$ cat config.mk
export PLATFORM = sky130hd
export DESIGN_NAME = tmrb_core
export DESIGN_NICKNAME = d
export VERILOG_FILES = /design/src/shared/tmrb_pkg.sv /design/src/rtl/tmrb_core.sv
export SDC_FILE = /design/constraint.sdc
export NUM_CORES = 1
export LEC_CHECK = 0
export ABC_AREA = 1
export BUFFER_PORTS_ARGS = -buffer_cell sky130_fd_sc_hd__buf_2
export CAP_MARGIN = 20
export CORE_ASPECT_RATIO = 1.5
export CORE_MARGIN = 10
export CORE_UTILIZATION = 51
export CTS_CLUSTER_SIZE = 10
export DETAILED_ROUTE_END_ITERATION = 8
export PLACE_DENSITY_LB_ADDON = 0.25
export RECOVER_POWER = 100
export SYNTH_ARGS = -nofsm -noshare
export SYNTH_HDL_FRONTEND = slang
export SYNTH_SLANG_ARGS = --single-unit
export TNS_END_PERCENT = 30
$ cat constraint.sdc
create_clock -name clk_i -period 4.4 [get_ports clk_i]
set_input_delay 0.88 -clock clk_i [delete_from_list [all_inputs] [get_ports clk_i]]
set_output_delay 0.88 -clock clk_i [all_outputs]
set_load 0.1 [all_outputs]
$ cat src/shared/tmrb_pkg.sv
// constants, types and field layout of the temperature monitor register bank
// Summary of operation
// result registers written only by converter
// status bit 7 shows conversion busy
// status bit 6 local above high limit
// status bit 5 local below low limit
// status bit 4 remote above high limit
// status bit 3 remote below low limit
// status bit 2 remote sensor open; 1:0 zero
// any flag high sets alert latch
// status read clears flags whose cause went
// flag holds while its cause persists
// alert latch cleared by alert response only
// limits, config, rate use separate read/write addresses
// one-shot write starts one cycle, data dropped
// config bit 6 selects run or standby
// low standby pin forces standby
// standby keeps last measured results
// config bit 7 masks alert output
// rate code divides period, 16 s to 125 ms
// host writes rate upper bits as zero
// strict greater or strict less comparisons
// power-on defaults of results, rate, limits
// limits compare as signed values
// first write byte loads address pointer
// host writes one or two bytes, reads one
// wrong-direction address gives invalid result
// signed offset added to remote result
// reserved addresses read zero, writes ignored
package tmrb_pkg;

    // read addresses
    localparam logic [7:0] RD_LOCAL  = 8'h00;
    localparam logic [7:0] RD_REMOTE = 8'h01;
    localparam logic [7:0] RD_STATUS = 8'h02;
    localparam logic [7:0] RD_CFG    = 8'h03;
    localparam logic [7:0] RD_RATE   = 8'h04;
    localparam logic [7:0] RD_LIMIT0 = 8'h05; // first of four limits
    localparam logic [7:0] RD_MAKER  = 8'hFE;
    localparam logic [7:0] RD_REV    = 8'hFF;
    // write addresses
    localparam logic [7:0] WR_CFG    = 8'h09;
    localparam logic [7:0] WR_RATE   = 8'h0A;
    localparam logic [7:0] WR_LIMIT0 = 8'h0B; // first of four limits
    localparam logic [7:0] WR_SHOT   = 8'h0F;
    localparam logic [7:0] ADDR_OFS  = 8'h11; // same for both directions

    // status bit positions
    localparam int ST_BUSY     = 7;
    localparam int ST_LOC_OVER = 6;
    localparam int ST_LOC_UND  = 5;
    localparam int ST_REM_OVER = 4;
    localparam int ST_REM_UND  = 3;
    localparam int ST_OPEN     = 2;
    // configuration bit positions
    localparam int CFG_MASK    = 7;
    localparam int CFG_STOP    = 6;

    // power-on values
    localparam logic [7:0] TEMP_RST = 8'h80;
    localparam logic [7:0] RATE_RST = 8'h02;
    localparam logic [7:0] HI_RST   = 8'h7F;
    localparam logic [7:0] LO_RST   = 8'hC9;
    localparam logic [7:0] CFG_RST  = 8'h00;
    localparam logic [7:0] OFS_RST  = 8'h00;
    localparam logic [7:0] PTR_RST  = 8'h00;

    // identity bytes, values arbitrary
    localparam logic [7:0] MAKER_ID = 8'h5A;
    localparam logic [7:0] REV_ID   = 8'h01;

    // timing
    localparam int unsigned CLK_MHZ        = 200;
    localparam int unsigned FAST_PERIOD_MS = 125;
    localparam logic [2:0]  RATE_MAX_CODE  = 3'h7;

    // one converter result
    typedef struct packed {
        logic [7:0] local_temp;
        logic [7:0] remote_temp;
        logic       remote_open;
    } tmrb_conv_t;

    // sequencer states
    typedef enum logic [2:0] {
        ST_IDLE = 3'b001,
        ST_CONV = 3'b010,
        ST_EVAL = 3'b100
    } tmrb_state_t;

endpackage : tmrb_pkg

$ cat src/rtl/tmrb_core.sv
// register bank, conversion sequencer and alarm logic of the monitor
module tmrb_core #(
    // cycles of the fastest conversion period, shortened in simulation
    parameter int unsigned FAST_PERIOD_CYC =
        tmrb_pkg::FAST_PERIOD_MS * 1000 * tmrb_pkg::CLK_MHZ
) (
    input  wire logic               clk_i,
    input  wire logic               rst_i,
    // byte level side of the serial slave
    input  wire logic               wr_byte_i,
    input  wire logic               wr_first_i,
    input  wire logic [7:0]         wr_data_i,
    input  wire logic               rd_req_i,
    input  wire logic               ara_i,
    output logic      [7:0]         rd_data_o,
    output logic                    rd_valid_o,
    // converter side
    output logic                    conv_start_o,
    input  wire logic               conv_done_i,
    input  wire tmrb_pkg::tmrb_conv_t conv_res_i,
    // pins
    input  wire logic               standby_pin_n_i,
    output logic                    alert_n_o
);

    // ---------------------------------------------------------------
    // state
    // ---------------------------------------------------------------
    tmrb_pkg::tmrb_state_t state_reg;    // sequencer state
    tmrb_pkg::tmrb_state_t state_next;
    logic [7:0]  ptr_reg;                // address pointer
    logic [7:0]  cfg_reg;                // configuration
    logic [7:0]  rate_reg;               // conversion rate code
    logic [7:0]  ofs_reg;                // remote offset
    logic [7:0]  loc_reg;                // local result
    logic [7:0]  rem_reg;                // remote result
    logic        open_reg;               // remote sensor open
    logic [7:0]  lim_reg [4];            // hi/lo local, hi/lo remote
    logic [4:0]  flag_reg;               // sticky flags, bit4 = over
    logic [4:0]  flag_next;
    logic        latch_reg;              // alert latch
    logic        latch_next;
    logic [31:0] timer_reg;              // period countdown
    logic        boot_reg;               // first pass after reset
    logic        shot_pend_reg;          // one-shot request waiting
    logic        shot_run_reg;           // current pass is one-shot
    logic        sb_s1_reg;              // standby pin synchroniser
    logic        sb_s2_reg;
    logic        sb_s3_reg;
    logic        sb_lvl_reg;             // filtered pin level
    logic [7:0]  rd_mux;                 // read data selection

    // ---------------------------------------------------------------
    // decodes
    // ---------------------------------------------------------------
    // pointer load vs data byte
    wire ptr_load  = wr_byte_i & wr_first_i;
    wire data_wr   = wr_byte_i & ~wr_first_i;
    wire wr_cfg    = data_wr & (ptr_reg == tmrb_pkg::WR_CFG);
    wire wr_rate   = data_wr & (ptr_reg == tmrb_pkg::WR_RATE);
    wire wr_ofs    = data_wr & (ptr_reg == tmrb_pkg::ADDR_OFS);
    wire wr_shot   = data_wr & (ptr_reg == tmrb_pkg::WR_SHOT);
    wire rd_status = rd_req_i & (ptr_reg == tmrb_pkg::RD_STATUS);

    // standby from bit or pin
    wire standby = cfg_reg[tmrb_pkg::CFG_STOP] | ~sb_lvl_reg;

    // signed limit comparisons on stored results
    wire c_loc_over = $signed(loc_reg) > $signed(lim_reg[0]);
    wire c_loc_und  = $signed(loc_reg) < $signed(lim_reg[1]);
    wire c_rem_over = $signed(rem_reg) > $signed(lim_reg[2]);
    wire c_rem_und  = $signed(rem_reg) < $signed(lim_reg[3]);
    wire [4:0] cond = {c_loc_over, c_loc_und, c_rem_over,
                       c_rem_und, open_reg};

    // period = fastest period shifted by the unused rate steps
    wire [2:0]  rate_shift = tmrb_pkg::RATE_MAX_CODE - rate_reg[2:0];
    wire [31:0] period_cyc = FAST_PERIOD_CYC << rate_shift;

    wire idle      = (state_reg == tmrb_pkg::ST_IDLE);
    wire tick      = (timer_reg == 32'h0000_0000);
    // conversion launch: boot, periodic run, or one-shot
    wire start_conv = idle & ((boot_reg & ~standby)
                      | (~boot_reg & shot_pend_reg)
                      | (~boot_reg & tick & ~standby));
    // booting in standby compares the stale defaults once
    wire boot_eval = idle & boot_reg & standby;
    // standby aborts a periodic pass so results stay frozen
    wire abort     = (state_reg == tmrb_pkg::ST_CONV)
                     & standby & ~shot_run_reg;
    wire take_res  = (state_reg == tmrb_pkg::ST_CONV)
                     & conv_done_i & ~abort;
    wire eval      = (state_reg == tmrb_pkg::ST_EVAL);
    wire busy      = ~idle;

    // remote result with signed offset, wraps at eight bits
    wire [7:0] rem_adj = conv_res_i.remote_temp + ofs_reg;

    // ---------------------------------------------------------------
    // read selection; unknown or write-only addresses give zero
    // ---------------------------------------------------------------
    always_comb begin
        case (ptr_reg)
            tmrb_pkg::RD_LOCAL:  rd_mux = loc_reg;
            tmrb_pkg::RD_REMOTE: rd_mux = rem_reg;
            tmrb_pkg::RD_STATUS: rd_mux = {busy, flag_reg, 2'b00};
            tmrb_pkg::RD_CFG:    rd_mux = cfg_reg;
            tmrb_pkg::RD_RATE:   rd_mux = rate_reg;
            8'h05:               rd_mux = lim_reg[0];
            8'h06:               rd_mux = lim_reg[1];
            8'h07:               rd_mux = lim_reg[2];
            8'h08:               rd_mux = lim_reg[3];
            tmrb_pkg::ADDR_OFS:  rd_mux = ofs_reg;
            tmrb_pkg::RD_MAKER:  rd_mux = tmrb_pkg::MAKER_ID;
            tmrb_pkg::RD_REV:    rd_mux = tmrb_pkg::REV_ID;
            default:             rd_mux = 8'h00;
        endcase
    end

    // ---------------------------------------------------------------
    // flag and latch updates; setting beats clearing
    // ---------------------------------------------------------------
    always_comb begin
        flag_next = flag_reg;
        // a read only drops flags whose cause has gone
        if (rd_status) begin
            flag_next = flag_reg & cond;
        end
        // comparisons land after each pass
        if (eval) begin
            flag_next = flag_next | cond;
        end
    end

    always_comb begin
        latch_next = latch_reg;
        // alert response clears only when all is quiet
        if (ara_i && (flag_reg == 5'h00) && (cond == 5'h00)) begin
            latch_next = 1'b0;
        end
        // any flag keeps the latch set
        if (|flag_reg) begin
            latch_next = 1'b1;
        end
    end

    // ---------------------------------------------------------------
    // sequencer
    // ---------------------------------------------------------------
    always_comb begin
        case (state_reg)
            tmrb_pkg::ST_IDLE: begin
                if (start_conv) begin
                    state_next = tmrb_pkg::ST_CONV;
                end else if (boot_eval) begin
                    state_next = tmrb_pkg::ST_EVAL;
                end else begin
                    state_next = tmrb_pkg::ST_IDLE;
                end
            end
            tmrb_pkg::ST_CONV: begin
                // abort wins over a late result
                if (abort) begin
                    state_next = tmrb_pkg::ST_IDLE;
                end else if (conv_done_i) begin
                    state_next = tmrb_pkg::ST_EVAL;
                end else begin
                    state_next = tmrb_pkg::ST_CONV;
                end
            end
            tmrb_pkg::ST_EVAL: state_next = tmrb_pkg::ST_IDLE;
            default:           state_next = tmrb_pkg::ST_IDLE;
        endcase
    end

    always_ff @(posedge clk_i or posedge rst_i) begin
        if (rst_i) begin
            state_reg <= tmrb_pkg::ST_IDLE;
        end else begin
            state_reg <= state_next;
        end
    end

    // period timer, reloaded at each launch
    always_ff @(posedge clk_i or posedge rst_i) begin
        if (rst_i) begin
            timer_reg <= 32'h0000_0000;
        end else if (start_conv) begin
            timer_reg <= period_cyc - 32'h0000_0001;
        end else if (!tick) begin
            timer_reg <= timer_reg - 32'h0000_0001;
        end
    end

    // boot, one-shot bookkeeping
    always_ff @(posedge clk_i or posedge rst_i) begin
        if (rst_i) begin
            boot_reg      <= 1'b1;
            shot_pend_reg <= 1'b0;
            shot_run_reg  <= 1'b0;
        end else begin
            if (start_conv || boot_eval) begin
                boot_reg <= 1'b0;
            end
            // a new write is kept even while one is taken
            shot_pend_reg <= wr_shot
                             | (shot_pend_reg & ~start_conv);
            if (start_conv) begin
                shot_run_reg <= shot_pend_reg & ~boot_reg;
            end
        end
    end

    // ---------------------------------------------------------------
    // standby pin: three stages, change taken when 2 and 3 agree
    // ---------------------------------------------------------------
    always_ff @(posedge clk_i or posedge rst_i) begin
        if (rst_i) begin
            sb_s1_reg  <= 1'b1;
            sb_s2_reg  <= 1'b1;
            sb_s3_reg  <= 1'b1;
            sb_lvl_reg <= 1'b1;
        end else begin
            sb_s1_reg <= standby_pin_n_i;
            sb_s2_reg <= sb_s1_reg;
            sb_s3_reg <= sb_s2_reg;
            if (sb_s2_reg == sb_s3_reg) begin
                sb_lvl_reg <= sb_s3_reg;
            end
        end
    end

    // ---------------------------------------------------------------
    // host registers
    // ---------------------------------------------------------------
    always_ff @(posedge clk_i or posedge rst_i) begin
        if (rst_i) begin
            ptr_reg <= tmrb_pkg::PTR_RST;
        end else if (ptr_load) begin
            ptr_reg <= wr_data_i;
        end
    end

    // only mask and run bits are kept, the rest read zero
    always_ff @(posedge clk_i or posedge rst_i) begin
        if (rst_i) begin
            cfg_reg <= tmrb_pkg::CFG_RST;
        end else if (wr_cfg) begin
            cfg_reg <= {wr_data_i[7:6], 6'h00};
        end
    end

    // upper bits stored as given; the host keeps them zero
    always_ff @(posedge clk_i or posedge rst_i) begin
        if (rst_i) begin
            rate_reg <= tmrb_pkg::RATE_RST;
        end else if (wr_rate) begin
            rate_reg <= wr_data_i;
        end
    end

    always_ff @(posedge clk_i or posedge rst_i) begin
        if (rst_i) begin
            ofs_reg <= tmrb_pkg::OFS_RST;
        end else if (wr_ofs) begin
            ofs_reg <= wr_data_i;
        end
    end

    // four limits: even index high, odd index low
    for (genvar i = 0; i < 4; i++) begin : g_lim
        localparam logic [7:0] RST_V =
            (i % 2 == 0) ? tmrb_pkg::HI_RST : tmrb_pkg::LO_RST;
        wire hit = data_wr
                   & (ptr_reg == tmrb_pkg::WR_LIMIT0 + 8'(i));
        always_ff @(posedge clk_i or posedge rst_i) begin
            if (rst_i) begin
                lim_reg[i] <= RST_V;
            end else if (hit) begin
                lim_reg[i] <= wr_data_i;
            end
        end
    end

    // ---------------------------------------------------------------
    // results, written by the converter path alone
    // ---------------------------------------------------------------
    always_ff @(posedge clk_i or posedge rst_i) begin
        if (rst_i) begin
            loc_reg  <= tmrb_pkg::TEMP_RST;
            rem_reg  <= tmrb_pkg::TEMP_RST;
            open_reg <= 1'b0;
        end else if (take_res) begin
            loc_reg  <= conv_res_i.local_temp;
            rem_reg  <= rem_adj;
            open_reg <= conv_res_i.remote_open;
        end
    end

    // flags and latch
    always_ff @(posedge clk_i or posedge rst_i) begin
        if (rst_i) begin
            flag_reg  <= 5'h00;
            latch_reg <= 1'b0;
        end else begin
            flag_reg  <= flag_next;
            latch_reg <= latch_next;
        end
    end

    // ---------------------------------------------------------------
    // outputs, all from flops
    // ---------------------------------------------------------------
    always_ff @(posedge clk_i or posedge rst_i) begin
        if (rst_i) begin
            rd_data_o    <= 8'h00;
            rd_valid_o   <= 1'b0;
            conv_start_o <= 1'b0;
            alert_n_o    <= 1'b1;
        end else begin
            rd_valid_o   <= rd_req_i;
            if (rd_req_i) begin
                rd_data_o <= rd_mux;
            end
            conv_start_o <= start_conv;
            // mask hides current and future alerts
            alert_n_o <= ~(latch_next
                           & ~cfg_reg[tmrb_pkg::CFG_MASK]);
        end
    end

endmodule : tmrb_core

* Word level (Yosys, flattened, before mapping) *
Cells that the tools add are included.

cells by class
  shift operators = 1
  bitwise operators = 40
  mux-type cells = 12
  order comparisons = 4
  add/sub/neg operators = 4
  reduce and logical (&&, ||, !) cells = 8
  equality and inequality tests = 23

operators by type and width
  operator                                                              number
  8-bit one-hot mux with 12 select lines                                1
  8-bit by 4-bit == test with 1-bit output, second input constant       8
  32-bit two-way mux                                                    2
  32-bit by 1-bit subtractor with 32-bit output, second input constant  2
  8-bit by 3-bit == test with 1-bit output, second input constant       4
  32-bit logical NOT                                                    1
  25-bit by 3-bit left shift with 32-bit output, first input constant   1
  1-bit AND                                                             24
  8-bit by 2-bit == test with 1-bit output, second input constant       2
  8-bit == test, second input constant                                  2
  8-bit greater-than comparator                                         2
  8-bit less-than comparator                                            2
  3-bit two-way mux                                                     4
  5-bit logical NOT                                                     2
  5-bit two-way mux                                                     2
  1-bit inverter                                                        10
  8-bit adder                                                           1
  8-bit by 1-bit == test with 1-bit output, second input constant       1
  8-bit by 5-bit == test with 1-bit output, second input constant       1
  8-bit logical NOT                                                     1
  3-bit one-hot mux with 2 select lines                                 1
  5-bit AND                                                             1
  5-bit bitwise OR                                                      1
  5-bit OR reduction                                                    1
  other kinds (10)                                                      15

word-level totals
  register bits after elaboration = 134
  logic and storage cells = 118
  input bits = 33
  output and inout bits = 11

* Logic depth before layout (Yosys ltp) *
  depth after elaboration = 10
  gate-level depth with buffers = 21
  depth with buffers taken out = 19

* Least setup slack after synthesis *
Ideal clock, no wire load.

  kind = flip-flop to flip-flop
  start = register sb_lvl_reg
  end = register timer_reg[14]
  buffers on the path = 3
  setup slack = 1.704 ns
  arrival time = 2.564 ns
  stages on the path, launching flop included = 19
  library setup time = 0.132 ns
  cell sequence = dfstp_2 -> inv_1 -> nor2_1 -> inv_1 -> o21ai_0 -> inv_1 -> nand2_4 -> nand2_2 -> buf_6 -> buf_2 -> clkbuf_1 -> nand2_1 -> ha_1 -> nand2_1 -> nor2_1 -> nand2_1 -> nor2_4 -> xor2_1 -> nor2_1

between the ends
  word-level cells in the longest chain between the ends = 8
  elaborated cells between the ends (all ways) = 10
  those cells by class = eq/ne: 1; mux: 1; bitwise: 8

RTL lines
  item                                                                                                    RTL line                          RTL
  from (decl)                                                                                             tmrb_core.sv:50                   logic sb_lvl_reg;
  from (signal assigned)                                                                                  tmrb_core.sv:228                  sb_lvl_reg <= sb_s3_reg;
  1-bit inverter *                                                                                        tmrb_core.sv:66                   wire standby = cfg_reg[tmrb_pkg::CFG_STOP] | ~sb_lvl_reg;
  1-bit bitwise OR *                                                                                      tmrb_core.sv:66
  1-bit inverter *                                                                                        tmrb_core.sv:83, tmrb_core.sv:85
  1-bit AND                                                                                               tmrb_core.sv:83                   wire start_conv = idle & ((boot_reg & ~standby)
  1-bit bitwise OR                                                                                        tmrb_core.sv:84                   | (~boot_reg & shot_pend_reg)
  1-bit bitwise OR *                                                                                      tmrb_core.sv:85                   | (~boot_reg & tick & ~standby));
  1-bit AND *                                                                                             tmrb_core.sv:83
  2-bit by 1-bit != test with 1-bit output (no source line) / 32-bit two-way mux (equally long branches)  -
  to (signal assigned)                                                                                    tmrb_core.sv:189                  timer_reg <= period_cyc - 32'h0000_0001;
  to (signal assigned)                                                                                    tmrb_core.sv:191                  timer_reg <= timer_reg - 32'h0000_0001;
  to (decl)                                                                                               tmrb_core.sv:43                   logic [31:0] timer_reg;

Mark *: on every way between the ends. The rest lies on a longest branch, timed or not.
A chain may end at the register's enable or synchronous reset.

* Worst setup path after layout *
  start = register timer_reg[26]
  end = register timer_reg[16]

between the ends
  word-level cells in the longest chain between the ends = 6
  elaborated cells between the ends (all ways) = 7
  those cells by class = eq/ne: 1; mux: 1; bitwise: 4; reduce/logical: 1

RTL lines
  item                                                                                                    RTL line         RTL
  32-bit logical NOT *                                                                                    tmrb_core.sv:81  wire tick = (timer_reg == 32'h0000_0000);
  1-bit AND (2 in series)                                                                                 tmrb_core.sv:85
  1-bit bitwise OR                                                                                        tmrb_core.sv:85
  1-bit AND                                                                                               tmrb_core.sv:83
  2-bit by 1-bit != test with 1-bit output (no source line) / 32-bit two-way mux (equally long branches)  -

Marks and branches as above.

==> run_results.csv <==
group,metric,value,unit
global_routing,track_usage,0.229,
yosys,synthArstFlopShare,1.00,
finish,fillers,1489,
outcome,outcome,"finished, final reports clean",
yosys,synth-seq-cells,134,
power,switchingPower,1.74,mW
timing,slew_viol_final,0,
routing,detail_route.wl_per_cell,17.6,µm
finish,layout-drive-gt1-share,0.0988,
yosys,syn-num-nets,1163,
flow_run,cap_viol_max_count,0,
power,vdd_drop_max,260,µV
yosys,synth_top_area_cell,"dfrtp_1",
global_routing,grt_pass1_vias,7497,
power,p_leak,4.43,nW
clocking,cts.root.buffer_cell,"clkbuf_16",
clocking,cts_max_level,4,
timing,hold_viol,0,
global_routing,grt_pass1_wl,38200,µm
clocking,clk_latency,0.44,ns
place,numPortBuffers,43,
yosys,ys.flop_type,"dfrtp_1",
yosys,ys_top_cells_by_area,"dfrtp_1 (32%), nand2_1 (15%), dfstp_2 (10%), inv_1 (7.0%), o21ai_0 (6.6%)",
clocking,ctsHoldBuffers,0,
clocking,cts_setup_buffers,0,
clocking,cts.path.max_buffers,2,
yosys,seq_area_frac_synth,0.422,
clocking,ctsResizeCount,0,
timing,fin_setup_tns,0,ns
timing,finalCritPeriodShare,0.833,
routing,wl,23700,µm
routing,drt_iter0_drc,745,
worst_setup_path,crit_type,"flip-flop to flip-flop",
routing,route.detailed.drc,0,
global_routing,overflow,0,
yosys,synth_top_cells_by_count,"nand2_1 (315), inv_1 (151), o21ai_0 (106)",
floorplan,start_util,0.517,
routing,ant_nets,0,
power,p_seq_frac,0.355,
yosys,synth_edf_count,0,
finish,area_delta_synth_final,12.4,%
timing,setup_ws,0.736,ns
finish,antennaDiodeCount,0,
worst_setup_path,worstPathRequired,4.69,ns
clocking,cts_sinks,134,
yosys,yosysMostFrequentCell,"nand2_1",
yosys,syn_inst,1091,
place,place_congestion,1.03,
timing,grt_setup_unrepaired,"no",
yosys,syn_area_per_cell,7.37,µm²
worst_setup_path,worstSetupEndpointType,"flip-flop",
floorplan,core_area,15600,µm²
routing,avgViaCountPerCell,5.50,
worst_setup_path,worst-path-max-fanout,50,
power,share_comb_of_total_power,0.313,
yosys,yosys_warnings,0,
timing,finalCriticalPeriod,3.66,ns
power,powerDensity,517,nW/µm²
timing,holdWs,0.364,ns
floorplan,dieHeight,174,µm
routing,firstDrtPassIters,6,
timing,skew,0.0128,ns
clocking,cts_buffers,17,
finish,multi_input_area,3950,µm²
power,p_int,2.93,mW
global_routing,antenna_found_initial,0,
timing,setup_viol,0,
place,post-dp-hpwl,17800,µm
yosys,post-synth-top-area-fraction,0.317,
timing,max_freq,273,MHz
power,pwr-share-clk,0.332,
floorplan,die_w,123,µm
finish,layout.nets,1203,
power,finalPower,4.68,mW
timing,slew_headroom,0.189,
routing,vias,7406,
min_path,min_path_type,"flip-flop to flip-flop",
finish,utilization,0.581,
power,sw_frac_of_total,0.373,
yosys,syn_area,8040,µm²
worst_setup_path,critical_path_arrival,3.95,ns
finish,seqCellArea,3390,µm²
clocking,clk_pin_slew,0.06,ns
place,place_ws,0.932,ns
timing,worstMarginPinSlew,1.22,ns
yosys,synthDistinctLibCells,48,
global_routing,grt_max_degree,135,
floorplan,ioPinCount,44,
clocking,cts_tree,"built",
floorplan,dieArea,21300,µm²
floorplan,rows,56,
worst_setup_path,startpoint_type,"flip-flop",
[per-layer routing]
layer | vias to the layer above | track usage | share of wire | wire (µm)
li1 | 3615 | - | - | -
met1 | 3459 | 0.245 | 0.38 | 9020
met2 | 250 | 0.400 | 0.52 | 12300
met3 | 82 | 0.0388 | 0.042 | 1000
met4 | 0 | 0.149 | 0.058 | 1380
met5 | - | 0 | 0 | 0
[kinds of logic (layout without fill, tap and decap cells)]
group,count (synthesis),count (layout),share of synthesized area
and+or+nand+nor,533,533,0.283
DFF,134,134,0.422
AOI/OAI and AO/OA,190,190,0.131
xor gates and xnor gates,15,15,0.0163
buffers and inverters,179,232,0.0854
adders and majority gates,40,40,0.0629
[placed cells by master, fill, tap and decap left out, types with 5 or more instances in the layout]
cell | netlist | routed
clkbuf_16 | 0 | 17
dfrtp_1 | 102 | 102
o211ai_1 | 6 | 6
xor2_1 | 10 | 10
nor4_1 | 5 | 5
a21oi_1 | 42 | 42
nand2_1 | 315 | 315
ha_1 | 38 | 38
nand3_1 | 59 | 61
nor3_1 | 9 | 8
o21ai_0 | 106 | 107
nor2_1 | 101 | 102
clkbuf_1 | 17 | 15
xnor2_1 | 5 | 5
nand3b_1 | 7 | 7
nand4_1 | 16 | 17
buf_2 | 6 | 30
o22ai_1 | 15 | 15
dfstp_2 | 32 | 31
inv_1 | 151 | 150
[worst max-delay path: stages (launching register included)]
cell     delay [ns]
dfrtp_1        0.38
nor2_1         0.19
nand2_1        0.08
nor2_1         0.11
nand2_1        0.12
nor2_1         0.26
nand3_1        0.19
nand2_4        0.26
nand2_2        0.61
nand2_1        0.23
ha_1           0.23
nand4_1        0.23
nor2_4         0.30
nand2_1        0.11
xor2_1         0.16
nor2_1         0.05
[area by class of cell]
class | instances | share of cell area
inverter | 154 | 0.0641
multi-input combinational | 778 | 0.437
clock buffer | 20 | 0.0505
timing repair buffer | 46 | 0.0255
sequential | 134 | 0.375
tap | 203 | 0.0281
clock inverter | 12 | 0.0195
[worst paths after layout]
check,startpoint,to,slack (ns),cells past startpoint
max,timer_reg[26],timer_reg[16],0.74,15
min,sb_s1_reg,sb_s2_reg,0.36,0
max reg2reg,timer_reg[26],timer_reg[16],0.74,15
min reg2reg,sb_s1_reg,sb_s2_reg,0.36,0
max in group asynchronous,rst_i,rate_reg[7],3.20,3
min in group asynchronous,rst_i,timer_reg[27],0.69,3
[per-stage QoR]
| stage | area (µm²) | instances |
|---|---|---|
| after floorplan | 8050 | 1091 |
| after global placement | 8450 | 1315 |
| after detailed placement | 8450 | 1315 |
| after CTS | 9080 | 1347 |
| after global routing | 9040 | 1347 |
| final | 9040 | 1347 |
[power by group through the flow]
| stage | sequential [mW] | combinational [mW] | clock, mW |
|---|---|---|---|
| floorplan | 1.65 | 1.11 | 0 |
| global placement | 1.67 | 1.43 | 0 |
| detailed placement | 1.68 | 1.45 | 0 |
| CTS | 1.66 | 1.46 | 1.56 |
| global route | 1.69 | 1.68 | 1.61 |
| finish | 1.66 | 1.46 | 1.55 |
(Power assumes the default switching activity.)
